**src/shared/dmac_pkg.sv**
```systemverilog
// shared constants, types and helpers for the descriptor-chaining dma engine and its ram slave
package dmac_pkg;
  // channel count and data path
  localparam int NCH        = 4;
  localparam int DW         = 32;
  localparam int AW         = 32;
  localparam int LEN_W      = 13;
  localparam int TOK_W      = 6;
  localparam int FIFO_DEPTH = 8;
  localparam int QUOTA_W    = 4;

  // descriptor layout: four words, in this order
  localparam int DESC_WORDS = 4;
  localparam logic [1:0] DESC_SRC = 2'h0;
  localparam logic [1:0] DESC_DST = 2'h1;
  localparam logic [1:0] DESC_LEN = 2'h2;
  localparam logic [1:0] DESC_CTL = 2'h3;

  // control word fields
  localparam int CTL_IRQ_BIT  = 0;
  localparam int CTL_LAST_BIT = 1;
  localparam int CTL_NEXT_LSB = 2;

  // status bit positions within each channel's four-bit status
  localparam int NST       = 4;
  localparam int ST_DONE   = 0;
  localparam int ST_TO_RD  = 1;
  localparam int ST_TO_WR  = 2;
  localparam int ST_STALL  = 3;

  // byte order settings
  localparam logic [1:0] SWAP_NONE = 2'h0;
  localparam logic [1:0] SWAP_WORD = 2'h1;
  localparam logic [1:0] SWAP_HALF = 2'h2;
  localparam logic [1:0] SWAP_BYTE = 2'h3;

  // bus timing counts, in mclk cycles
  localparam int TIMEOUT_CYCLES = 1024;
  localparam int WDOG_CYCLES    = 2048;
  localparam int TO_W           = 10;
  localparam int WD_W           = 11;
  localparam logic [TO_W-1:0] TO_LAST = TO_W'(TIMEOUT_CYCLES - 1);
  localparam logic [WD_W-1:0] WD_LAST = WD_W'(WDOG_CYCLES - 1);

  // bus encodings
  localparam logic [1:0] HTRANS_IDLE   = 2'h0;
  localparam logic [1:0] HTRANS_NONSEQ = 2'h2;
  localparam logic [2:0] HSIZE_WORD    = 3'h2;
  localparam logic [AW-1:0] WORD_STEP  = 32'h0000_0004;

  // ram slave size
  localparam int MEM_WORDS = 256;
  localparam int MEM_AW    = 8;

  // engine states, gray along idle-check-fetch-read-write
  typedef enum logic [2:0] {
    DMAC_IDLE  = 3'b000,
    DMAC_CHECK = 3'b001,
    DMAC_FETCH = 3'b011,
    DMAC_READ  = 3'b010,
    DMAC_WRITE = 3'b110
  } dmac_state_t;

  // bus beat phase
  typedef enum logic [1:0] {
    DMAC_PH_NONE = 2'b00,
    DMAC_PH_ADDR = 2'b01,
    DMAC_PH_DATA = 2'b11
  } dmac_phase_t;

  // reorder bytes of one written word
  function automatic logic [DW-1:0] dmac_swap(input logic [DW-1:0] d, input logic [1:0] mode);
    logic [DW-1:0] r;
    r = d;
    case (mode)
      SWAP_WORD: r = {d[7:0], d[15:8], d[23:16], d[31:24]};
      SWAP_HALF: r = {d[15:0], d[31:16]};
      SWAP_BYTE: r = {d[23:16], d[31:24], d[7:0], d[15:8]};
      default:   r = d;
    endcase
    return r;
  endfunction
endpackage

```
**src/shared/dmac_bus_if.sv**
```systemverilog
// word-wide system bus joining the dma engine (master) and the ram slave
`timescale 1ns/1ps
interface dmac_bus_if;
  logic [31:0] haddr;   // address phase address
  logic [1:0]  htrans;  // idle or nonseq
  logic        hwrite;  // write when high
  logic [2:0]  hsize;   // always word
  logic [31:0] hwdata;  // data phase write data
  logic [31:0] hrdata;  // data phase read data
  logic        hready;  // slave ready, low stretches the data phase
  logic        hresp;   // error response

  modport master (output haddr, htrans, hwrite, hsize, hwdata,
                  input  hrdata, hready, hresp);
  modport slave  (input  haddr, htrans, hwrite, hsize, hwdata,
                  output hrdata, hready, hresp);
endinterface

```
**src/rtl/dmac_engine.sv**
```systemverilog
// four-channel dma engine with linked descriptors, tokens, byte swap, time-out and watchdog
`timescale 1ns/1ps

// data fifo between read and write beats
module dmac_fifo #(
  parameter int W = 32,
  parameter int D = 8
) (
  // clock, reset, flush
  input  wire logic         mclk_i,
  input  wire logic         rst_i,
  input  wire logic         clr_i,
  // filling side
  input  wire logic         in_valid_i,
  output logic              in_ready_o,
  input  wire logic [W-1:0] in_data_i,
  // draining side
  output logic              out_valid_o,
  input  wire logic         out_ready_i,
  output logic      [W-1:0] out_data_o
);
  localparam int PW = (D > 1) ? $clog2(D) : 1;
  localparam int CW = $clog2(D + 1);

  logic [W-1:0]  mem [D];  // storage
  logic [PW-1:0] wr_ptr;   // next slot to fill
  logic [PW-1:0] rd_ptr;   // next slot to drain
  logic [CW-1:0] count;    // words held
  logic          push;
  logic          pop;

  assign in_ready_o  = (count != CW'(D));
  assign out_valid_o = (count != '0);
  assign out_data_o  = mem[rd_ptr];
  assign push        = in_valid_i && in_ready_o;
  assign pop         = out_valid_o && out_ready_i;

  // pointers and occupancy; flush drops everything held
  always_ff @(posedge mclk_i) begin
    if (rst_i || clr_i) begin
      wr_ptr <= '0;
      rd_ptr <= '0;
      count  <= '0;
    end else begin
      if (push) begin
        wr_ptr <= (wr_ptr == PW'(D - 1)) ? '0 : wr_ptr + 1'b1;
      end
      if (pop) begin
        rd_ptr <= (rd_ptr == PW'(D - 1)) ? '0 : rd_ptr + 1'b1;
      end
      count <= count + CW'(push) - CW'(pop);
    end
  end

  // storage write
  always_ff @(posedge mclk_i) begin
    if (push) begin
      mem[wr_ptr] <= in_data_i;
    end
  end
endmodule

module dmac_engine (
  // clock and reset
  input  wire logic                                mclk_i,
  input  wire logic                                rst_i,
  // system bus master
  dmac_bus_if.master                               bus,
  // current command load, one channel at a time
  input  wire logic [dmac_pkg::NCH-1:0]            cmd_load_i,
  input  wire logic [31:0]                         cmd_src_i,
  input  wire logic [31:0]                         cmd_dst_i,
  input  wire logic [dmac_pkg::LEN_W-1:0]          cmd_len_i,
  input  wire logic [31:0]                         current_command_control_i,
  // channel control and static setup
  input  wire logic [dmac_pkg::NCH-1:0]            start_i,
  input  wire logic [dmac_pkg::NCH-1:0]            channel_run_enable_i,
  input  wire logic [dmac_pkg::NCH-1:0][dmac_pkg::TOK_W-1:0] rd_tokens_i,
  input  wire logic [dmac_pkg::NCH-1:0][dmac_pkg::TOK_W-1:0] wr_tokens_i,
  input  wire logic [dmac_pkg::NCH-1:0][1:0]       byte_order_i,
  // interrupt enables and clears
  input  wire logic [dmac_pkg::NCH-1:0][dmac_pkg::NST-1:0] int_enable_i,
  input  wire logic [dmac_pkg::NCH-1:0][dmac_pkg::NST-1:0] status_clear_i,
  // status
  output logic      [dmac_pkg::NCH-1:0][dmac_pkg::NST-1:0] raw_irq_status_o,
  output logic      [dmac_pkg::NCH-1:0][dmac_pkg::NST-1:0] masked_irq_status_o,
  output logic      [dmac_pkg::NCH-1:0]            irq_o,
  output logic      [dmac_pkg::NCH-1:0]            channel_active_o
);
  import dmac_pkg::*;

  // round-robin pick after the last served channel
  function automatic logic [1:0] rr_pick(input logic [NCH-1:0] req, input logic [1:0] last);
    logic [1:0] idx;
    logic [1:0] res;
    res = last;
    for (int i = NCH; i >= 1; i--) begin
      idx = last + 2'(i);
      if (req[idx]) begin
        res = idx;
      end
    end
    return res;
  endfunction

  // beats per grant: the smaller quota, never zero, never past the fifo
  function automatic logic [QUOTA_W-1:0] quota(input logic [TOK_W-1:0] rt,
                                               input logic [TOK_W-1:0] wt);
    logic [TOK_W-1:0] m;
    m = (rt < wt) ? rt : wt;
    if (m == '0) begin
      m = TOK_W'(1);
    end
    if (m > TOK_W'(FIFO_DEPTH)) begin
      m = TOK_W'(FIFO_DEPTH);
    end
    return QUOTA_W'(m);
  endfunction

  logic [31:0]       src [NCH];     // source address per channel
  logic [31:0]       dst [NCH];     // destination address per channel
  logic [LEN_W-1:0]  len [NCH];     // bytes left per channel
  logic [31:0]       ctl [NCH];     // control word per channel
  logic [NCH-1:0]    started;       // start seen
  logic [NCH-1:0]    ended;         // final command done or time-out
  logic [NCH-1:0]    ready;         // eligible for a grant
  dmac_state_t       state;         // engine state
  dmac_phase_t       phase;         // bus beat phase
  logic [1:0]        cur;           // channel holding the bus
  logic [1:0]        pick;          // next grant candidate
  logic [1:0]        fidx;          // descriptor word being fetched
  logic [QUOTA_W-1:0] cnt;          // read beats this grant
  logic [QUOTA_W-1:0] qta;          // beat limit this grant
  logic [TO_W-1:0]   to_cnt;        // unanswered data phase cycles
  logic [WD_W-1:0]   wd_cnt;        // watchdog wait cycles
  logic [1:0]        wd_ptr;        // channel under watchdog check
  logic              grant;         // a channel starts working
  logic              beat_done;     // data phase answered
  logic              tout;          // data phase time-out
  logic              cmd_fin;       // current command complete
  logic              stall_ev;      // watchdog expiry
  logic              f_in_ready;    // fifo has room
  logic              f_out_valid;   // fifo holds a word
  logic              f_pop;         // fifo drained into write beat
  logic [DW-1:0]     f_out_data;    // fifo head
  logic [NCH-1:0][NST-1:0] next_raw;  // next sticky status

  assign ready     = channel_run_enable_i & started & ~ended;
  assign pick      = rr_pick(ready, cur);
  assign grant     = (state == DMAC_IDLE) && (ready != '0);
  assign beat_done = (phase == DMAC_PH_DATA) && bus.hready;
  assign tout      = (phase == DMAC_PH_DATA) && !bus.hready && (to_cnt == TO_LAST);
  assign cmd_fin   = (state == DMAC_CHECK) && (len[cur] == '0) && channel_run_enable_i[cur];
  assign f_pop     = (state == DMAC_WRITE) && (phase == DMAC_PH_NONE) && f_out_valid;

  // data buffer; a stalled write side backs the read side up
  dmac_fifo #(.W(DW), .D(FIFO_DEPTH)) u_fifo (
    .mclk_i      (mclk_i),
    .rst_i       (rst_i),
    .clr_i       (tout),
    .in_valid_i  (beat_done && (state == DMAC_READ)),
    .in_ready_o  (f_in_ready),
    .in_data_i   (bus.hrdata),
    .out_valid_o (f_out_valid),
    .out_ready_i (f_pop),
    .out_data_o  (f_out_data)
  );

  // time-out counter, only uninterrupted waits reach the limit
  always_ff @(posedge mclk_i) begin
    if (rst_i || phase != DMAC_PH_DATA || bus.hready || tout) begin
      to_cnt <= '0;
    end else begin
      to_cnt <= to_cnt + 1'b1;
    end
  end

  // engine sequencer, command registers and bus drive
  always_ff @(posedge mclk_i) begin
    if (rst_i) begin
      state      <= DMAC_IDLE;
      phase      <= DMAC_PH_NONE;
      cur        <= '0;
      fidx       <= '0;
      cnt        <= '0;
      qta        <= '0;
      started    <= '0;
      ended      <= '0;
      bus.haddr  <= '0;
      bus.htrans <= HTRANS_IDLE;
      bus.hwrite <= 1'b0;
      bus.hsize  <= HSIZE_WORD;
      bus.hwdata <= '0;
      for (int c = 0; c < NCH; c++) begin
        src[c] <= '0;
        dst[c] <= '0;
        len[c] <= '0;
        ctl[c] <= '0;
      end
    end else begin
      // software seeds a command; an empty one pointing at a list chains into it
      for (int c = 0; c < NCH; c++) begin
        if (cmd_load_i[c]) begin
          src[c] <= cmd_src_i;
          dst[c] <= cmd_dst_i;
          len[c] <= cmd_len_i;
          ctl[c] <= current_command_control_i;
        end
        if (start_i[c]) begin
          started[c] <= 1'b1;
          ended[c]   <= 1'b0;
        end
      end
      bus.htrans <= HTRANS_IDLE;
      unique case (state)
        DMAC_IDLE: begin
          if (grant) begin
            cur   <= pick;
            state <= DMAC_CHECK;
          end
        end
        DMAC_CHECK: begin
          if (!channel_run_enable_i[cur]) begin
            // paused between commands: release now, the command completes on resume
            state <= DMAC_IDLE;
          end else if (len[cur] == '0) begin
            // zero length finishes at once
            if (ctl[cur][CTL_LAST_BIT]) begin
              ended[cur] <= 1'b1;
              state      <= DMAC_IDLE;
            end else begin
              fidx  <= DESC_SRC;
              state <= DMAC_FETCH;
            end
          end else begin
            qta   <= quota(rd_tokens_i[cur], wr_tokens_i[cur]);
            cnt   <= '0;
            state <= DMAC_READ;
          end
        end
        default: begin
          if (tout) begin
            // abandon the beat; the flag names this channel
            ended[cur] <= 1'b1;
            phase      <= DMAC_PH_NONE;
            state      <= DMAC_IDLE;
          end else if (phase == DMAC_PH_ADDR) begin
            phase <= DMAC_PH_DATA;
          end else if (phase == DMAC_PH_NONE) begin
            // address phase of the next beat
            if (state == DMAC_FETCH) begin
              bus.haddr  <= {ctl[cur][31:CTL_NEXT_LSB], 2'b00} + {28'h0, fidx, 2'b00};
              bus.hwrite <= 1'b0;
              bus.htrans <= HTRANS_NONSEQ;
              phase      <= DMAC_PH_ADDR;
            end else if (state == DMAC_READ && f_in_ready) begin
              bus.haddr  <= src[cur];
              bus.hwrite <= 1'b0;
              bus.htrans <= HTRANS_NONSEQ;
              phase      <= DMAC_PH_ADDR;
            end else if (f_pop) begin
              bus.haddr  <= dst[cur];
              bus.hwrite <= 1'b1;
              bus.hwdata <= dmac_swap(f_out_data, byte_order_i[cur]);
              bus.htrans <= HTRANS_NONSEQ;
              phase      <= DMAC_PH_ADDR;
            end
          end else if (beat_done) begin
            phase <= DMAC_PH_NONE;
            if (state == DMAC_FETCH) begin
              // words arrive source, destination, length, control
              unique case (fidx)
                DESC_SRC: src[cur] <= bus.hrdata;
                DESC_DST: dst[cur] <= bus.hrdata;
                DESC_LEN: len[cur] <= bus.hrdata[LEN_W-1:0];
                DESC_CTL: ctl[cur] <= bus.hrdata;
              endcase
              fidx <= fidx + 1'b1;
              if (fidx == DESC_CTL) begin
                state <= DMAC_CHECK;
              end
            end else if (state == DMAC_READ) begin
              src[cur] <= src[cur] + WORD_STEP;
              len[cur] <= (len[cur] > LEN_W'(4)) ? len[cur] - LEN_W'(4) : '0;
              cnt      <= cnt + 1'b1;
              // quota spent, buffer empty or paused: flush what was read
              if (cnt + 1'b1 == qta || len[cur] <= LEN_W'(4) ||
                  !channel_run_enable_i[cur]) begin
                state <= DMAC_WRITE;
              end
            end else begin
              dst[cur] <= dst[cur] + WORD_STEP;
              if (!f_out_valid) begin
                // buffer finished goes to completion, else release the bus
                state <= (len[cur] == '0) ? DMAC_CHECK : DMAC_IDLE;
              end
            end
          end
        end
      endcase
    end
  end

  // watchdog walks active channels one at a time
  always_ff @(posedge mclk_i) begin
    if (rst_i) begin
      wd_ptr <= '0;
      wd_cnt <= '0;
    end else if (!(channel_run_enable_i[wd_ptr] && started[wd_ptr] && !ended[wd_ptr]) ||
                 (grant && pick == wd_ptr) || stall_ev) begin
      wd_ptr <= wd_ptr + 1'b1;
      wd_cnt <= '0;
    end else begin
      wd_cnt <= wd_cnt + 1'b1;
    end
  end
  assign stall_ev = (wd_cnt == WD_LAST) && !(grant && pick == wd_ptr);

  // sticky status: a set in the clearing cycle survives
  always_comb begin
    for (int c = 0; c < NCH; c++) begin
      next_raw[c] = raw_irq_status_o[c] & ~status_clear_i[c];
      if (cmd_fin && cur == 2'(c) && ctl[c][CTL_IRQ_BIT]) begin
        next_raw[c][ST_DONE] = 1'b1;
      end
      if (tout && cur == 2'(c)) begin
        next_raw[c][ST_TO_RD] = next_raw[c][ST_TO_RD] | !bus.hwrite;
        next_raw[c][ST_TO_WR] = next_raw[c][ST_TO_WR] | bus.hwrite;
      end
      if (stall_ev && wd_ptr == 2'(c)) begin
        next_raw[c][ST_STALL] = 1'b1;
      end
    end
  end

  // registered status, masked view and per-channel irq
  always_ff @(posedge mclk_i) begin
    if (rst_i) begin
      raw_irq_status_o    <= '0;
      masked_irq_status_o <= '0;
      irq_o               <= '0;
      channel_active_o    <= '0;
    end else begin
      raw_irq_status_o    <= next_raw;
      masked_irq_status_o <= next_raw & int_enable_i;
      for (int c = 0; c < NCH; c++) begin
        irq_o[c] <= |(next_raw[c] & int_enable_i[c]);
      end
      channel_active_o    <= started & ~ended;
    end
  end
endmodule

```
**src/flat_wrapper.sv**
```systemverilog
// flat-port wrapper written by rule: the top's interface ports become plain ports
module dmac_engine_flat import dmac_pkg::*;
  (mclk_i, rst_i, cmd_load_i, cmd_src_i, cmd_dst_i, cmd_len_i, current_command_control_i, start_i, channel_run_enable_i, rd_tokens_i, wr_tokens_i, byte_order_i, int_enable_i, status_clear_i, raw_irq_status_o, masked_irq_status_o, irq_o, channel_active_o, bus_haddr, bus_htrans, bus_hwrite, bus_hsize, bus_hwdata, bus_hrdata, bus_hready, bus_hresp);
  dmac_bus_if bus_i ();
  input  wire logic mclk_i;
  input  wire logic rst_i;
  input  wire logic [dmac_pkg::NCH-1:0] cmd_load_i;
  input  wire logic [31:0] cmd_src_i;
  input  wire logic [31:0] cmd_dst_i;
  input  wire logic [dmac_pkg::LEN_W-1:0] cmd_len_i;
  input  wire logic [31:0] current_command_control_i;
  input  wire logic [dmac_pkg::NCH-1:0] start_i;
  input  wire logic [dmac_pkg::NCH-1:0] channel_run_enable_i;
  input  wire logic [dmac_pkg::NCH-1:0][dmac_pkg::TOK_W-1:0] rd_tokens_i;
  input  wire logic [dmac_pkg::NCH-1:0][dmac_pkg::TOK_W-1:0] wr_tokens_i;
  input  wire logic [dmac_pkg::NCH-1:0][1:0] byte_order_i;
  input  wire logic [dmac_pkg::NCH-1:0][dmac_pkg::NST-1:0] int_enable_i;
  input  wire logic [dmac_pkg::NCH-1:0][dmac_pkg::NST-1:0] status_clear_i;
  output logic      [dmac_pkg::NCH-1:0][dmac_pkg::NST-1:0] raw_irq_status_o;
  output logic      [dmac_pkg::NCH-1:0][dmac_pkg::NST-1:0] masked_irq_status_o;
  output logic      [dmac_pkg::NCH-1:0] irq_o;
  output logic      [dmac_pkg::NCH-1:0] channel_active_o;
  output wire logic [$bits(bus_i.haddr)-1:0] bus_haddr;
  output wire logic [$bits(bus_i.htrans)-1:0] bus_htrans;
  output wire logic [$bits(bus_i.hwrite)-1:0] bus_hwrite;
  output wire logic [$bits(bus_i.hsize)-1:0] bus_hsize;
  output wire logic [$bits(bus_i.hwdata)-1:0] bus_hwdata;
  input wire logic [$bits(bus_i.hrdata)-1:0] bus_hrdata;
  input wire logic [$bits(bus_i.hready)-1:0] bus_hready;
  input wire logic [$bits(bus_i.hresp)-1:0] bus_hresp;
  assign bus_haddr = bus_i.haddr;
  assign bus_htrans = bus_i.htrans;
  assign bus_hwrite = bus_i.hwrite;
  assign bus_hsize = bus_i.hsize;
  assign bus_hwdata = bus_i.hwdata;
  assign bus_i.hrdata = bus_hrdata;
  assign bus_i.hready = bus_hready;
  assign bus_i.hresp = bus_hresp;
  dmac_engine u_core (.mclk_i(mclk_i), .rst_i(rst_i), .bus(bus_i), .cmd_load_i(cmd_load_i), .cmd_src_i(cmd_src_i), .cmd_dst_i(cmd_dst_i), .cmd_len_i(cmd_len_i), .current_command_control_i(current_command_control_i), .start_i(start_i), .channel_run_enable_i(channel_run_enable_i), .rd_tokens_i(rd_tokens_i), .wr_tokens_i(wr_tokens_i), .byte_order_i(byte_order_i), .int_enable_i(int_enable_i), .status_clear_i(status_clear_i), .raw_irq_status_o(raw_irq_status_o), .masked_irq_status_o(masked_irq_status_o), .irq_o(irq_o), .channel_active_o(channel_active_o));
endmodule
```
**config.mk**
```make
export PLATFORM = sky130hd
export DESIGN_NAME = dmac_engine_flat
export DESIGN_NICKNAME = d
export VERILOG_FILES = /design/src/shared/dmac_pkg.sv /design/src/shared/dmac_bus_if.sv /design/src/rtl/dmac_engine.sv /design/src/flat_wrapper.sv
export SDC_FILE = /design/constraint.sdc
export NUM_CORES = 2
export LEC_CHECK = 0
export ABC_AREA = 1
export BUFFER_PORTS_ARGS = -buffer_cell sky130_fd_sc_hd__clkbuf_2
export CORE_ASPECT_RATIO = 0.5
export CORE_MARGIN = 5
export CORE_UTILIZATION = 40
export CTS_CLUSTER_SIZE = 12
export DETAILED_ROUTE_END_ITERATION = 8
export GPL_TIMING_DRIVEN = 0
export PLACE_DENSITY = 0.56
export REMOVE_ABC_BUFFERS = 1
export SYNTH_ARGS = -nofsm -noshare
export SYNTH_HDL_FRONTEND = slang
export SYNTH_SLANG_ARGS = --single-unit
```
**constraint.sdc**
```tcl
create_clock -name mclk_i -period 9.6 [get_ports mclk_i]
set_input_delay 1.92 -clock mclk_i [delete_from_list [all_inputs] [get_ports mclk_i]]
set_output_delay 1.92 -clock mclk_i [all_outputs]
set_load 0.005 [all_outputs]
```
==> run metrics <==
Sw Ratio between 30% and 40%; Synth Register Bits 861; main flop type after synthesis edfxtp_1; RSZ-0062 raised after global routing false; # IOs 355; gr busiest metal met2; Post-synth EDFFs just under 700; via count approximately 40000; Hold Crit Start u_core.to_cnt[0]; max-cap check violation count 0; maximum number of pins on one net before global-route repair ~210; Sequential Power Share between 30% and 40%; switching pwr 4.104 mW; Worst VDD drop 0.1749 mV; grt met3 use under 10%; vias in the first global route 36730; Worst Path Required 10020 ps; routed len/inst approximately 24 um; syn_area_per_cell 8.782 um2; Worst-Skew Late Latency approximately 680 ps; fmax roughly 160 MHz; Critical Path End Type register; DR pass1 iterations 6; placed insts around 6800; Clock Skews 18.89 ps; GRT Util Overall 26.49%; Layout area overhead 14.03%; relative slew slack 2.588%; Pleak 20.26 nW; hpwl dp 111400 um; Worst Setup Slack, final 3184 ps; Final Wtd Congestion 0.9395; antenna violations before repair 27; CTS tree built; clk sinks 861; port bufs 349; Synth Cell Area approximately 0.045 mm2; Detail Route Antenna Nets 0; Detailed Route WL 165500 um; grt ovf 0; H-tree depth 3; Hold Crit Depth 1; post-synth top area share 46.13%; Nets 5623; RR Endpoint u_core.src[0][9]; DRC 0; Least-Margin Pin Slew ~1500 ps; Comb power frac between 30% and 40%; r2r setup slk about 4400 ps; Final Instance Count excl. Fillers 6929; Max Slew Vio Count 0; most frequent cells in the layout nand2_1, nand3_1, edfxtp_1; CTS Buf Count 87; CTS Hold Bufs 0; final setup TNS 0 ps; critical path arrival about 6800 ps; DRT iter0 DRCs 4486; Netlist cell types 69; Ys Warns 0; Post-CTS Setup Repair Bufs 0; top cells by area, synth edfxtp_1, nand2_1, nand3_1; Rows 87; FF-to-FF Start u_core.cur[0]; Final Setup Violations 0; crit path from rst_i; sequential element share of the synthesized area 53.64%; Die Area around 0.12 mm2; Clk pwr share 30.0%; Tcrit/Tclk final 66.84%; Setup crit start kind input port; post-CTS resize count 0; share of cells above drive strength 1 about 14%; Crit Path Category in2reg; asr flop ratio synth 0%; clock transition at the registers of the reported paths 60 ps; CTS root buf clkbuf_16; power per cell area about 220 mW/mm2; min Tclk post-route between 6000 and 7000 ps; CTS max path bufs 3; commonest non-fill, non-tap cell in the layout nand2_1; Chip Width 484.6 um; status finished, final reports clean; M2 GR Usage 42.90%; core area 0.1122 mm2; initial core utilization 40.14%; area leader, netlist edfxtp_1; Hold/Removal Path Class reg2reg; worst-path fanout max 57; internal power between 7 and 8 mW; via/cell ratio 5.717; Post-Synthesis Cells slightly above 5000; Worst Reg-to-Reg Cells 8; Post-DP Area just under 0.05 mm2; Finished Cell Area slightly above 0.05 mm2; GRT met1 Usage 35.11%; first-pass GRT wire length 239200 um; final hold viol count 0; WHS Endpoint u_core.to_cnt[0]; Die Height 247.3 um; Place WS 2189 ps
-- synthesized netlist by cell type (19+ instances only) --
master,count
clkbuf_1,157
inv_1,305
nor2_1,421
buf_6,32
inv_2,25
o211ai_1,42
o22ai_1,89
buf_2,69
buf_1,19
ha_1,37
a21oi_1,151
nand4_1,30
nor3_1,27
edfxtp_1,692
xor2_1,26
nand3_1,771
dfxtp_1,169
nor2_2,31
nand2_1,1219
nand2_2,40
o21ai_1,30
o21ai_0,456
xnor2_1,21
-- power by group through the flow --
| stage | sequential, mW | combinational [mW] | clock, mW |
|---|---|---|---|
| floorplan | 4.49 | 1.99 | 0 |
| global placement | 4.66 | 3.12 | 0 |
| detailed placement | 4.49 | 3.28 | 0 |
| CTS | 4.41 | 3.30 | 3.38 |
| global route | 4.43 | 3.64 | 3.55 |
| finish | 4.42 | 3.37 | 3.34 |
-- layer usage --
layer	share of wire [%]	vias to the layer above
met4	4.0	10
met1	41	19240
met3	8.9	311
li1	-	18240
met5	0.039	-
met2	46	1811
-- cell families after synthesis --
kind of cell	after synthesis	synth area share, %
simple gates	2628	25.82
other cells	2	0.01667
compound gates	903	11.71
xor+xnor	47	0.9139
fa+ha+maj	39	1.117
mux	8	0.1778
flops	861	53.64
buf+inv	641	6.603
-- per-stage QoR --
step	hold WS [ps]	utilization [%]	power, mW
after floorplan	417.5	-	6.478
after global placement	422.9	41.87	7.771
after detailed placement	448.9	43.28	7.774
after CTS	458.1	45.68	11.09
after global routing	486.4	45.76	11.62
final	454.4	45.77	11.13
-- critical path, stage by stage --
cell and delay [ps]:
clkbuf_4 310, buf_16 320, nor2_8 260, inv_2 100, nor2_4 1070, a31oi_4 210
nor2_4 830, inv_1 510, nand2_2 570, inv_2 320, a22o_1 310
-- worst max path at each step --
stage	end	slack, ps	cells after the start
floorplan	u_core.len[3][2]	2520	11
global placement	u_core.len[3][3]	-4510	10
detailed placement	u_core.len[0][5]	2190	9
CTS	u_core.len[0][9]	2890	9
global route	u_core.src[0][10]	3000	11
finish	u_core.src[0][9]	3180	11
-- registers in the layout, summed over array words and instances (netlist names), 10 cells and up, named ones only --
register / cells
u_core.bus.hwdata: 32
u_core.dst: 128
u_core.bus.haddr: 32
u_core.to_cnt: 10
u_core.raw_irq_status_o: 16
u_core.wd_cnt: 11
u_core.src: 128
u_core.masked_irq_status_o: 16
u_core.len: 52
u_core.u_fifo.mem: 256
u_core.ctl: 128
-- area by class of cell --
class	instances	area, um2
Antenna cell	10	25.02
Multi-Input combinational cell	3629	18070
Clock inverter	14	115.1
Timing Repair Buffer	425	3231
Fill cell	10780	60870
Clock buffer	142	2575
Sequential cell	861	24180
Inverter	335	1274
Tap cell	1513	1893
Power figures use the tool's default switching activity.
